**src/orient_wake_defs.vh**
```
// constants for the orientation and wake-up event logic
// assumes acceleration samples in signed units of 1/1024 g on every full scale
`ifndef ORIENT_WAKE_DEFS_VH
`define ORIENT_WAKE_DEFS_VH

// register offsets on the register port
`define OFS_ACCEL_CTRL 7'h20
`define OFS_CONTROL_NINE 7'h21
`define OFS_TAP_CFG_ZERO 7'h22
`define OFS_TAP_ORIENT_THS 7'h23
`define OFS_WAKE_THS 7'h24
`define OFS_WAKE_DUR 7'h25
`define OFS_INACT_DUR 7'h26
`define OFS_FUNC_ENABLE 7'h27
`define OFS_PIN_ONE 7'h28
`define OFS_PIN_TWO 7'h29
`define OFS_WAKE_SRC 7'h2a
`define OFS_ORIENT_SRC 7'h2b
`define OFS_COMBINED_SRC 7'h2c

// reset value of every writable register
`define REG_RESET 8'h00

// field positions
`define ODR_HI 3
`define ODR_LO 0
`define FAST_SETTL_BIT 5
`define LATCH_BIT 0
`define HPF_SEL_BIT 4
`define SETTL_MASK_BIT 5
`define LP6D_BIT 6
`define SIXD_HI 6
`define SIXD_LO 5
`define WAKEUP_THRESHOLD_COUNT_HI 5
`define WAKEUP_THRESHOLD_COUNT_LO 0
`define RES_HI 6
`define RES_LO 4
`define WDUR_HI 6
`define WDUR_LO 5
`define GLOBAL_EN_BIT 7
`define ROUTE_ORIENT_BIT 2
`define ROUTE_WAKE_BIT 5

// source register layouts
`define WSRC_WAKE_BIT 3
`define ALL_WAKE_BIT 3
`define ALL_ORIENT_BIT 4

// orientation thresholds, 1024 * sin(angle)
`define ORIENT_THR_80 16'h03f0
`define ORIENT_THR_70 16'h03c2
`define ORIENT_THR_60 16'h0377
`define ORIENT_THR_50 16'h0310

// samples masked after enable while filters settle
`define SETTLE_SAMPLES 2'h2

`endif

```
**src/orient_wake_logic.v**
```verilog
// orientation (6d) and wake-up event logic with pin routing and latching
// assumes filtered sample buses and the sample strobe come from logic on sys_clk_in
`timescale 1ns/1ps
`default_nettype none
`include "orient_wake_defs.vh"

// What this block does
// zero duration: wake event on every sample whose magnitude exceeds threshold
// wake threshold is count times resolution step; code 011 means 62.5 mg
// slope mode uses half current-minus-previous; previous is zero after enable
// a spurious first-sample wake event lasts one sample period, then releases
// fast settling plus settling mask suppress all events while filters settle
// host programs everything first, accel control register last to start sampling
// six orientations; event only on a change, never while orientation holds
// orientation event needs one axis above, two below, for two samples
// orientation source bit 6 is the change flag, bit 7 reads zero
// bits 5,3,1 flag z,y,x positive and above threshold
// bits 4,2,0 flag z,y,x negative and above threshold
// threshold field codes 00..11 select 80,70,60,50 degrees, any full scale
// lowpass select bit feeds orientation from the second lowpass output
// orientation needs global enable; each pin needs its route bit; readable
// unlatched orientation request lasts exactly one sample period
// latched routed request holds until source read; read clears and re-arms
// position flags ignore latching and hold the last orientation detected while events are allowed
// latching without any pin route behaves as unlatched
// writing 40h to threshold register selects code 10, 60 degrees
// wake compares absolute filtered value against unsigned threshold
// unlatched wake event clears when data falls back under threshold
// conditions evaluated and flags updated once per sample strobe
// combined source read clears latched orientation like orientation read
module orient_wake_logic (
    // clock and reset
    input wire sys_clk_in,
    input wire reset_in,
    // register port
    input wire [6:0] reg_addr_in,
    input wire [7:0] reg_wdata_in,
    input wire reg_wr_in,
    input wire reg_rd_in,
    output reg [7:0] reg_rdata_out,
    output reg reg_rvalid_out,
    // sample stream
    input wire sample_strobe_in,
    input wire [15:0] accel_x_in,
    input wire [15:0] accel_y_in,
    input wire [15:0] accel_z_in,
    input wire [15:0] second_lowpass_x_in,
    input wire [15:0] second_lowpass_y_in,
    input wire [15:0] second_lowpass_z_in,
    input wire [15:0] hpf_x_in,
    input wire [15:0] hpf_y_in,
    input wire [15:0] hpf_z_in,
    // interrupt pins
    output reg first_irq_pin_out,
    output reg second_irq_pin_out
);

    function [15:0] magnitude;
        input [15:0] v;
        begin
            magnitude = v[15] ? (~v + 16'h0001) : v;
        end
    endfunction

    function [15:0] wake_threshold;
        input [5:0] count;
        input [2:0] res;
        reg [15:0] base;
        begin
            base = {10'h000, count};
            case (res)
                3'h0: wake_threshold = base << 3;
                3'h1: wake_threshold = base << 4;
                3'h2: wake_threshold = base << 5;
                3'h3: wake_threshold = base << 6;
                3'h4: wake_threshold = base << 7;
                default: wake_threshold = base << 8;
            endcase
        end
    endfunction

    function [15:0] orient_threshold;
        input [1:0] code;
        begin
            case (code)
                2'h0: orient_threshold = `ORIENT_THR_80;
                2'h1: orient_threshold = `ORIENT_THR_70;
                2'h2: orient_threshold = `ORIENT_THR_60;
                default: orient_threshold = `ORIENT_THR_50;
            endcase
        end
    endfunction

    reg [7:0] accel_control_register;
    reg [7:0] control_nine;
    reg [7:0] tap_config_zero;
    reg [7:0] tap_orient_threshold;
    reg [7:0] wakeup_threshold_register;
    reg [7:0] wakeup_duration_register;
    reg [7:0] inactivity_duration_register;
    reg [7:0] functions_enable;
    reg [7:0] pin_one_routing;
    reg [7:0] pin_two_routing;

    reg [1:0] settle_cnt;
    reg [2:0] wake_run;
    reg wake_flag;
    reg [2:0] wake_axes;
    reg [5:0] prev_cand;
    reg [5:0] position;
    reg orientation_change_flag;
    reg [7:0] rd_value;

    wire [47:0] raw_bus = {accel_z_in, accel_y_in, accel_x_in};
    wire [47:0] lp2_bus = {second_lowpass_z_in, second_lowpass_y_in, second_lowpass_x_in};
    wire [47:0] hpf_bus = {hpf_z_in, hpf_y_in, hpf_x_in};

    wire sampling = |accel_control_register[`ODR_HI:`ODR_LO];
    wire take = sample_strobe_in && sampling;
    wire global_en = functions_enable[`GLOBAL_EN_BIT];
    wire latch_mode_bit = tap_config_zero[`LATCH_BIT];
    wire hpf_select = tap_config_zero[`HPF_SEL_BIT];
    wire settling_mask_bit = tap_config_zero[`SETTL_MASK_BIT];
    wire orientation_lowpass_select = tap_config_zero[`LP6D_BIT];
    wire fast_settling_mode = control_nine[`FAST_SETTL_BIT];
    wire orient_route_pin_one = pin_one_routing[`ROUTE_ORIENT_BIT];
    wire orient_route_pin_two = pin_two_routing[`ROUTE_ORIENT_BIT];
    wire wake_route_pin_one = pin_one_routing[`ROUTE_WAKE_BIT];
    wire wake_route_pin_two = pin_two_routing[`ROUTE_WAKE_BIT];

    // the settling mask only exists with both bits set
    wire settling = (settle_cnt != `SETTLE_SAMPLES);
    wire masked = fast_settling_mode && settling_mask_bit && settling;
    wire allow = global_en && !masked;

    wire [15:0] wake_thr = wake_threshold(wakeup_threshold_register[`WAKEUP_THRESHOLD_COUNT_HI:`WAKEUP_THRESHOLD_COUNT_LO],
        inactivity_duration_register[`RES_HI:`RES_LO]);
    wire [1:0] wake_dur = wakeup_duration_register[`WDUR_HI:`WDUR_LO];
    wire [15:0] orient_thr = orient_threshold(tap_orient_threshold[`SIXD_HI:`SIXD_LO]);

    // unrouted latching would leave nobody to clear it
    wire orient_latch = latch_mode_bit && (orient_route_pin_one || orient_route_pin_two);
    wire wake_latch = latch_mode_bit && (wake_route_pin_one || wake_route_pin_two);

    wire rd_orient = reg_rd_in && (reg_addr_in == `OFS_ORIENT_SRC);
    wire rd_wake = reg_rd_in && (reg_addr_in == `OFS_WAKE_SRC);
    wire rd_all = reg_rd_in && (reg_addr_in == `OFS_COMBINED_SRC);
    wire orient_clr = (rd_orient || rd_all) && orient_latch;
    wire wake_clr = (rd_wake || rd_all) && wake_latch;

    wire [2:0] wake_over;
    wire [2:0] orient_hi;
    wire [2:0] orient_lo;

    genvar i;
    generate
        for (i = 0; i < 3; i = i + 1)
        begin : axis
            reg [15:0] prev_sample;
            wire [15:0] cur = raw_bus[i*16 +: 16];
            wire [16:0] diff = {cur[15], cur} - {prev_sample[15], prev_sample};
            wire [15:0] slope = diff[16:1];
            wire [15:0] wsel = hpf_select ? hpf_bus[i*16 +: 16] : slope;
            wire [15:0] osel = orientation_lowpass_select ? lp2_bus[i*16 +: 16] : cur;
            wire osel_above = magnitude(osel) > orient_thr;
            assign wake_over[i] = magnitude(wsel) > wake_thr;
            assign orient_hi[i] = !osel[15] && osel_above;
            assign orient_lo[i] = osel[15] && osel_above;

            // previous sample reads as zero on the first sample after enable
            always @(posedge sys_clk_in or posedge reset_in)
            begin
                if (reset_in)
                    prev_sample <= 16'h0000;
                else if (!sampling)
                    prev_sample <= 16'h0000;
                else if (sample_strobe_in)
                    prev_sample <= cur;
            end
        end
    endgenerate

    wire any_over = |wake_over;
    wire [2:0] next_wake_run = !any_over ? 3'h0 :
        ((wake_run == 3'h7) ? wake_run : wake_run + 3'h1);
    // dur 0 fires on the first exceeding sample
    wire wake_cond = any_over && (next_wake_run > {1'b0, wake_dur});

    wire [2:0] above = orient_hi | orient_lo;
    wire one_axis = (above == 3'h1) || (above == 3'h2) || (above == 3'h4);
    wire [5:0] cand = one_axis ?
        {orient_hi[2], orient_lo[2], orient_hi[1], orient_lo[1], orient_hi[0], orient_lo[0]} :
        6'h00;
    wire stable = (cand != 6'h00) && (cand == prev_cand);
    wire orient_event = stable && (cand != position);

    // configuration registers
    always @(posedge sys_clk_in or posedge reset_in)
    begin
        if (reset_in)
        begin
            accel_control_register <= `REG_RESET;
            control_nine <= `REG_RESET;
            tap_config_zero <= `REG_RESET;
            tap_orient_threshold <= `REG_RESET;
            wakeup_threshold_register <= `REG_RESET;
            wakeup_duration_register <= `REG_RESET;
            inactivity_duration_register <= `REG_RESET;
            functions_enable <= `REG_RESET;
            pin_one_routing <= `REG_RESET;
            pin_two_routing <= `REG_RESET;
        end
        else if (reg_wr_in)
        begin
            case (reg_addr_in)
                `OFS_ACCEL_CTRL: accel_control_register <= reg_wdata_in;
                `OFS_CONTROL_NINE: control_nine <= reg_wdata_in;
                `OFS_TAP_CFG_ZERO: tap_config_zero <= reg_wdata_in;
                `OFS_TAP_ORIENT_THS: tap_orient_threshold <= reg_wdata_in;
                `OFS_WAKE_THS: wakeup_threshold_register <= reg_wdata_in;
                `OFS_WAKE_DUR: wakeup_duration_register <= reg_wdata_in;
                `OFS_INACT_DUR: inactivity_duration_register <= reg_wdata_in;
                `OFS_FUNC_ENABLE: functions_enable <= reg_wdata_in;
                `OFS_PIN_ONE: pin_one_routing <= reg_wdata_in;
                `OFS_PIN_TWO: pin_two_routing <= reg_wdata_in;
                default: ;
            endcase
        end
    end

    // settling counter and wake run length
    always @(posedge sys_clk_in or posedge reset_in)
    begin
        if (reset_in)
        begin
            settle_cnt <= 2'h0;
            wake_run <= 3'h0;
        end
        else if (!sampling)
        begin
            settle_cnt <= 2'h0;
            wake_run <= 3'h0;
        end
        else if (sample_strobe_in)
        begin
            if (settling)
                settle_cnt <= settle_cnt + 2'h1;
            wake_run <= next_wake_run;
        end
    end

    // wake flag; a new event beats a clearing read in the same cycle
    always @(posedge sys_clk_in or posedge reset_in)
    begin
        if (reset_in)
        begin
            wake_flag <= 1'b0;
            wake_axes <= 3'h0;
        end
        else if (take && allow && wake_cond)
        begin
            wake_flag <= 1'b1;
            wake_axes <= wake_over;
        end
        else if (take && !wake_latch)
        begin
            wake_flag <= 1'b0;
            wake_axes <= 3'h0;
        end
        else if (wake_clr)
        begin
            wake_flag <= 1'b0;
            wake_axes <= 3'h0;
        end
    end

    // orientation tracking
    always @(posedge sys_clk_in or posedge reset_in)
    begin
        if (reset_in)
        begin
            prev_cand <= 6'h00;
            position <= 6'h00;
        end
        else if (!sampling)
            prev_cand <= 6'h00;
        else if (sample_strobe_in)
        begin
            prev_cand <= cand;
            if (allow && orient_event)
                position <= cand;
        end
    end

    // orientation change flag; set wins over a clearing read
    always @(posedge sys_clk_in or posedge reset_in)
    begin
        if (reset_in)
            orientation_change_flag <= 1'b0;
        else if (take && allow && orient_event)
            orientation_change_flag <= 1'b1;
        else if (take && !orient_latch)
            orientation_change_flag <= 1'b0;
        else if (orient_clr)
            orientation_change_flag <= 1'b0;
    end

    always @*
    begin
        rd_value = 8'h00;
        case (reg_addr_in)
            `OFS_ACCEL_CTRL: rd_value = accel_control_register;
            `OFS_CONTROL_NINE: rd_value = control_nine;
            `OFS_TAP_CFG_ZERO: rd_value = tap_config_zero;
            `OFS_TAP_ORIENT_THS: rd_value = tap_orient_threshold;
            `OFS_WAKE_THS: rd_value = wakeup_threshold_register;
            `OFS_WAKE_DUR: rd_value = wakeup_duration_register;
            `OFS_INACT_DUR: rd_value = inactivity_duration_register;
            `OFS_FUNC_ENABLE: rd_value = functions_enable;
            `OFS_PIN_ONE: rd_value = pin_one_routing;
            `OFS_PIN_TWO: rd_value = pin_two_routing;
            `OFS_WAKE_SRC: rd_value = {4'h0, wake_flag, wake_axes};
            `OFS_ORIENT_SRC: rd_value = {1'b0, orientation_change_flag, position};
            `OFS_COMBINED_SRC:
            begin
                rd_value[`ALL_ORIENT_BIT] = orientation_change_flag;
                rd_value[`ALL_WAKE_BIT] = wake_flag;
            end
            default: rd_value = 8'h00;
        endcase
    end

    // read data and pins
    always @(posedge sys_clk_in or posedge reset_in)
    begin
        if (reset_in)
        begin
            reg_rdata_out <= 8'h00;
            reg_rvalid_out <= 1'b0;
            first_irq_pin_out <= 1'b0;
            second_irq_pin_out <= 1'b0;
        end
        else
        begin
            reg_rvalid_out <= reg_rd_in;
            if (reg_rd_in)
                reg_rdata_out <= rd_value;
            first_irq_pin_out <= global_en &&
                ((orientation_change_flag && orient_route_pin_one) ||
                (wake_flag && wake_route_pin_one));
            second_irq_pin_out <= global_en &&
                ((orientation_change_flag && orient_route_pin_two) ||
                (wake_flag && wake_route_pin_two));
        end
    end

endmodule // orient_wake_logic
`default_nettype wire

```
**config.mk**
```make
export PLATFORM = sky130hd
export DESIGN_NAME = orient_wake_logic
export DESIGN_NICKNAME = d
export VERILOG_FILES = /design/src/orient_wake_logic.v
export VERILOG_INCLUDE_DIRS = /design/src
export SDC_FILE = /design/constraint.sdc
export NUM_CORES = 1
export LEC_CHECK = 0
export BUFFER_PORTS_ARGS = -buffer_cell sky130_fd_sc_hd__buf_2
export CORE_UTILIZATION = 47
export DETAILED_ROUTE_END_ITERATION = 10
export PLACE_DENSITY = 0.69
export SLEW_MARGIN = 20
export SYNTH_ARGS = -nofsm -noshare
export SYNTH_HDL_FRONTEND = slang
export SYNTH_SLANG_ARGS = --single-unit
```
**constraint.sdc**
```tcl
create_clock -name sys_clk_in -period 6 [get_ports sys_clk_in]
set_clock_uncertainty 0.1 [all_clocks]
set_input_delay 0.3 -clock sys_clk_in [delete_from_list [all_inputs] [get_ports sys_clk_in]]
set_output_delay 0.3 -clock sys_clk_in [all_outputs]
set_load 0.03 [all_outputs]
```
==> results of run 1 <==
-- per-layer routing --
metal	vias up	wire (um)
met5	-	8
met2	514	21100
met3	70	3250
li1	6848	-
met4	2	925
met1	7074	23100
-- power groups by stage --
stage / Clock, mW / Combinational, mW / Sequential [mW]
after floorplan: 0 / 1.32 / 1.23
after global placement: 0 / 1.92 / 1.25
after detailed placement: 0 / 1.95 / 1.26
after CTS: 1.14 / 2.02 / 1.24
after global routing: 1.18 / 2.30 / 1.25
final: 1.13 / 2.08 / 1.24
-- registers in the layout (all words and copies together) (netlist names), 2 cells and up --
signal                        count
position                          6
tap_orient_threshold              8
functions_enable                  8
wake_axes                         3
inactivity_duration_register      8
wakeup_threshold_register         8
pin_one_routing                   8
wakeup_duration_register          8
settle_cnt                        2
pin_two_routing                   8
prev_cand                         6
axis.prev_sample                 48
tap_config_zero                   8
reg_rdata_out                     8
accel_control_register            8
control_nine                      8
wake_run                          3
-- cells in the final DEF (no fill, tap or decap), drive strengths merged, types with 24 or more instances in the layout --
cell type  count
a21o          43
a21oi         85
buf          313
dfrtp        161
ha           113
inv           89
mux2         104
mux2i        105
nand2        118
nand2b        27
nand3         30
nor2         156
nor2b         24
nor3          32
o21ai         93
xnor2         56
xor2          34
-- final cells by class --
class                           count  area, um^2
Tap cell                          396         495
Timing Repair Buffer              314        1940
Inverter                           85         324
Fill cell                        2770       13100
Antenna cell                        2        5.00
Clock buffer                       19         453
Sequential cell                   161        4030
Multi-Input combinational cell   1382       10500
Clock inverter                     12         151
-- worst max-delay path by stage --
stage / startpoint / to / slack [ps] / cells after the start
finish: axis[2].prev_sample[0] / wake_flag / -210 / 30
global route: axis[2].prev_sample[0] / wake_axes[0] / -540 / 29
CTS: axis[2].prev_sample[0] / wake_axes[0] / -30 / 26
detailed placement: accel_z_in[0] / wake_axes[1] / -490 / 27
global placement: accel_z_in[0] / wake_axes[0] / -300 / 27
floorplan: tap_config_zero[6] / position[0] / 100 / 25
-- timing repair --
item,CTS,global route
gates resized for setup,23,19
pin swaps,3,9
setup buffers,13,3
endpoints found under the setup margin,4,4
gates cloned,0,0
endpoints found under the hold margin,50,0
hold buffers,1,0
-- cell families after synthesis --
group	count (synthesis)
adder cells (fa/ha/maj)	116
AND/OR/NAND/NOR	523
AO/OA/AOI/OAI	437
XOR/XNOR	90
buffers and inverters	163
multiplexers	216
flip-flops	161
-- stage by stage --
step           cells  setup slack, ps  utilization  power (mW)
6_report        2371             -205        0.578        4.45
5_1_grt         2371             -538        0.578        4.73
4_1_cts         2366            -31.3        0.575        4.40
3_5_place_dp    2321             -485        0.548        3.21
3_3_place_gp    2321             -298        0.548        3.17
2_1_floorplan   1706              101            -        2.56
-- worst max-delay path, delay by kind of cell, from the launching register on --
kind,cells,cell delay (ps)
AND/OR/NAND/NOR,10,1930
buffers and inverters,3,450
AO/OA/AOI/OAI,12,1970
flip-flops,1,340
XOR/XNOR,2,310
adder cells (fa/ha/maj),3,1000
==> flow_summary.json, run 1 <==
{
  "outcome": "complete, but fails checks",
  "violations": "negative setup slack",
  "antenna_found_initial": 3,
  "avgSynthCellArea_um2": 8.75,
  "met3_usage": 0.0432,
  "start_util": 0.483,
  "maxCapViolCount": 0,
  "clock.fmax_mhz": 161,
  "ios": 175,
  "die_h_um": 180,
  "firstDrtPassIters": 7,
  "insertion_delay_ps": 440,
  "crit_arrival_ps": 6440,
  "synth_top_cell_area_share": 0.270,
  "endpoint_kind": "flop",
  "worst_pin_slew_ps": 1020,
  "synth-main-ff-cell": "dfrtp_1",
  "hold_viol": 0,
  "postSynthNetCount": 1986,
  "seq_area_frac_synth": 0.270,
  "cts_buffer_depth": 2,
  "synthMuxAreaShare": 0.159,
  "synthTopCellsByCount": "161 x dfrtp_1, 156 x nor2_1, 118 x nand2_1, 113 x ha_1, 105 x mux2i_1",
  "placed_cell_area_um2": 16900,
  "post-route-period-util": 1.03,
  "syn-instance-count": 1706,
  "finalWorstSetupSlack_ps": -205,
  "seqPwrFrac": 0.279,
  "via_per_inst": 6.12,
  "hold_path.class": "input port to flop",
  "ir_drop_uv": 259,
  "whs_ps": 55.6,
  "switchingPower_mw": 1.70,
  "rsz0062_at_grt": "true",
  "root_buffer": "clkbuf_16",
  "synth-compound-area-share": 0.203,
  "totalWireLength_mm": 48.4,
  "post-route-min-period_ps": 6210,
  "slew_headroom": 0.321,
  "p_int_mw": 2.75,
  "synth-edff-count": 0,
  "cts.sinks": 161,
  "ant_nets": 0,
  "cp_max_fo": 4,
  "finalNetCount": 2241,
  "critPathKind": "flop to flop",
  "syn_to_final_growth_pct": 19.6,
  "yosys.area.top_type": "dfrtp_1",
  "startpoint_type": "flop",
  "async_flop_share": 1.00,
  "synth_area_leaders": "dfrtp_1 27%, ha_1 9.5%, mux2_2 7.8%",
  "overflow": 0,
  "synth.distinct_cells": 84,
  "grt_pass1_wl_mm": 76.1,
  "final_cell_area_um2": 17900,
  "p_per_area_nw_per_um2": 249,
  "grt_usage": 0.296,
  "core_um2": 30900,
  "fin_setup_tns_ps": -789,
  "busiest_layer": "met2",
  "worstReg2RegStart": "axis[2].prev_sample[0]",
  "met2_usage": 0.443,
  "yosys.area_share.simple": 0.174,
  "swShare": 0.381,
  "power_frac_comb": 0.467,
  "wl_per_cell_um": 20.4,
  "final_layout_size_suffix_gt1_frac": 0.255,
  "row_count": 64,
  "hold_path_depth": 1,
  "portBuffers": 174,
  "gr-usage-met1": 0.441,
  "clock_power_share": 0.254,
  "grt_max_degree": 73,
  "dp_hpwl_mm": 37.4,
  "ff2ff_path_depth": 30,
  "synthXorXnorAreaFrac": 0.0528,
  "drt_iter0_drc": 1316,
  "yosysMostFrequentCell": "dfrtp_1",
  "first_global_vias": 13700,
  "synth_adder_area_share": 0.0987,
  "cts_tree": "built",
  "cts_buffers": 17,
  "place_congestion": 0.973,
  "drv_slew": 0,
  "yosys_warnings": 0,
  "holdPathEnd": "reg_rvalid_out",
  "rrSetupSlack_ps": -210,
  "setup_violations": 4,
  "r2r-end": "wake_flag",
  "required_ps": 6230,
  "htree_levels": 4,
  "dieArea_um2": 32500,
  "crit_path_max_incr_delay_ps": 560,
  "clk_pin_slew_ps": 70,
  "hold_path_startpoint": "reg_rd_in",
  "synthesis.area_um2": 14900,
  "synth_top_family_by_area": "compound AO/OA/AOI/OAI gates",
  "vias": 14500,
  "drc": 0,
  "crit_slowest_cell": "or4_4",
  "p_leak_nw": 8.05,
  "ys_ff_latch": 161,
  "die_x_um": 180
}
No activity file was read; power rests on OpenSTA's default activity.
==> run 2, diff against run 1 <==
--- a/config.mk
+++ b/config.mk
@@ -8,6 +8,7 @@
 export LEC_CHECK = 0
 export BUFFER_PORTS_ARGS = -buffer_cell sky130_fd_sc_hd__buf_2
 export CORE_UTILIZATION = 47
+export CTS_CLUSTER_SIZE = 40
 export DETAILED_ROUTE_END_ITERATION = 10
 export PLACE_DENSITY = 0.69
 export SLEW_MARGIN = 20
==> constraint.sdc (replaced) <==
create_clock -name sys_clk_in -period 5.25 [get_ports sys_clk_in]
set_clock_uncertainty 0.1 [all_clocks]
set_input_delay 0.2625 -clock sys_clk_in [delete_from_list [all_inputs] [get_ports sys_clk_in]]
set_output_delay 0.2625 -clock sys_clk_in [all_outputs]
set_load 0.03 [all_outputs]
==> flow_summary.json, run 2 (synthesis results as in run 1) <==
{
  "outcome": "complete, but fails checks",
  "violations": "negative setup slack",
  "worstReg2RegStart": "axis[2].prev_sample[1]",
  "grt_pass1_wl_mm": 79.3,
  "cts_tree": "built",
  "worst_pin_slew_ps": 1060,
  "multiInputGateArea_um2": 10500,
  "slew_headroom": 0.291,
  "hold_path.class": "input port to flop",
  "crit_arrival_ps": 6400,
  "rsz0062_at_grt": "true",
  "fill_cells": 2674,
  "ff2ff_path_depth": 27,
  "p_leak_nw": 8.92,
  "die_h_um": 180,
  "final_core_util": 0.620,
  "holdPathEnd": "axis[0].prev_sample[14]",
  "overflow": 0,
  "drv_slew": 0,
  "clk_pin_slew_ps": 70,
  "die_x_um": 180,
  "syn_to_final_growth_pct": 28.4,
  "setup_violations": 7,
  "totalWireLength_mm": 50.8,
  "row_count": 64,
  "post-route-min-period_ps": 6180,
  "r2r-end": "wake_axes[1]",
  "ir_drop_uv": 295,
  "vias": 15100,
  "grt_max_degree": 65,
  "final_common_cell": "buf_4",
  "clock.fmax_mhz": 162,
  "core_um2": 30900,
  "final_layout_size_suffix_gt1_frac": 0.315,
  "cp_max_fo": 4,
  "hold_path_depth": 3,
  "drt_iter0_drc": 1281,
  "fin_total_pwr_mw": 5.36,
  "insertion_delay_ps": 440,
  "largest_register": "axis.prev_sample",
  "dieArea_um2": 32500,
  "wl_per_cell_um": 20.0,
  "root_buffer": "clkbuf_16",
  "seqCellArea_um2": 4030,
  "cts.sinks": 161,
  "ios": 175,
  "dp_hpwl_mm": 39.8,
  "dp_worst_setup_slack_ps": -970,
  "post-route-period-util": 1.18,
  "endpoint_kind": "flop",
  "cts_buffer_depth": 2,
  "firstDrtPassIters": 6,
  "place_congestion": 0.995,
  "rrSetupSlack_ps": -930,
  "critPathKind": "flop to flop",
  "required_ps": 5470,
  "first_global_vias": 14500,
  "finalWorstSetupSlack_ps": -925,
  "ant_nets": 0,
  "drc": 0,
  "grt_usage": 0.309,
  "largest_register_ffs": 48,
  "maxCapViolCount": 0,
  "hold_path_startpoint": "accel_x_in[14]",
  "cts_buffers": 17,
  "antenna_found_initial": 6,
  "portBuffers": 174,
  "htree_levels": 4,
  "hold_viol": 0,
  "final_cell_mix": "305 x buf_4, 173 x buf_2, 159 x dfrtp_1",
  "finalNetCount": 2410,
  "start_util": 0.483,
  "startpoint_type": "flop",
  "via_per_inst": 5.94,
  "p_per_area_nw_per_um2": 280
}
==> run 2: stage by stage <==
stage	std cells	hold WS [ps]	area [um^2]	setup TNS (ps)
global placement	2499	233	18300	-3460
floorplan	1706	194	15000	-1160
finish	2544	76.1	19200	-3930
global route	2544	77.9	19200	-5650
detailed placement	2499	234	18300	-4040
CTS	2536	55.1	19100	-2990
==> run 2: power by group <==
group | internal [mW] | switching, mW
clock | 0.712 | 0.571
sequential | 1.34 | 0.0811
combinational | 1.28 | 1.38
==> run 2: critical path, stage by stage, from the launching register on <==
cell and delay, ps:
dfrtp_1 370, inv_2 60, fa_2 420, a21o_1 190, a21o_4 220, a21o_1 190, a21oi_2 160, xnor2_2 80
o31a_1 250, a21o_1 180, nor2_2 160, nand3_2 120, nand2_2 80, xnor2_1 70, ha_1 310, nand4_1 130
or4_4 560, or4_1 470, a32oi_1 180, o211ai_1 220, nor3_4 320, a21oi_2 50, ha_1 310, a21oi_2 50
a21oi_1 130, o31a_1 280, o31ai_4 120, a32o_1 260
==> run 2: worst max-delay path by stage <==
stage	from	end	slack [ps]	cells past startpoint
after floorplan	accel_z_in[0]	wake_axes[0]	-310	27
after detailed placement	accel_z_in[0]	wake_axes[1]	-970	25
final	axis[2].prev_sample[1]	wake_axes[1]	-930	27
after global placement	accel_z_in[0]	wake_axes[2]	-860	28
after CTS	axis[2].prev_sample[0]	wake_axes[1]	-780	27
after global routing	axis[2].prev_sample[1]	wake_axes[1]	-1190	27
==> run 2: cell type report <==
cell class / count / area share
clock inverters: 12 / 0.00738
flip-flops and latches: 161 / 0.210
clock buffers: 20 / 0.0243
well taps: 396 / 0.0258
multi-input cells: 1382 / 0.546
repair buffers: 483 / 0.169
diodes: 5 / 0.000653
inverters: 85 / 0.0169
==> run 2: repair_timing <==
item                                    CTS  global route
hold buffers                              2             0
pin swaps                                 1            18
setup buffers                             3             4
gates cloned                              0             0
endpoints found under the setup margin    6            12
hold endpoints to repair                 46             0
resized for setup                        13            17
==> run 2: routing by layer <==
layer,GRT usage,wire (um),up-vias
met5,0,13,-
met4,0.0875,1160,2
met3,0.0677,3910,76
met2,0.468,22100,593
met1,0.440,23700,7251
li1,-,-,7195
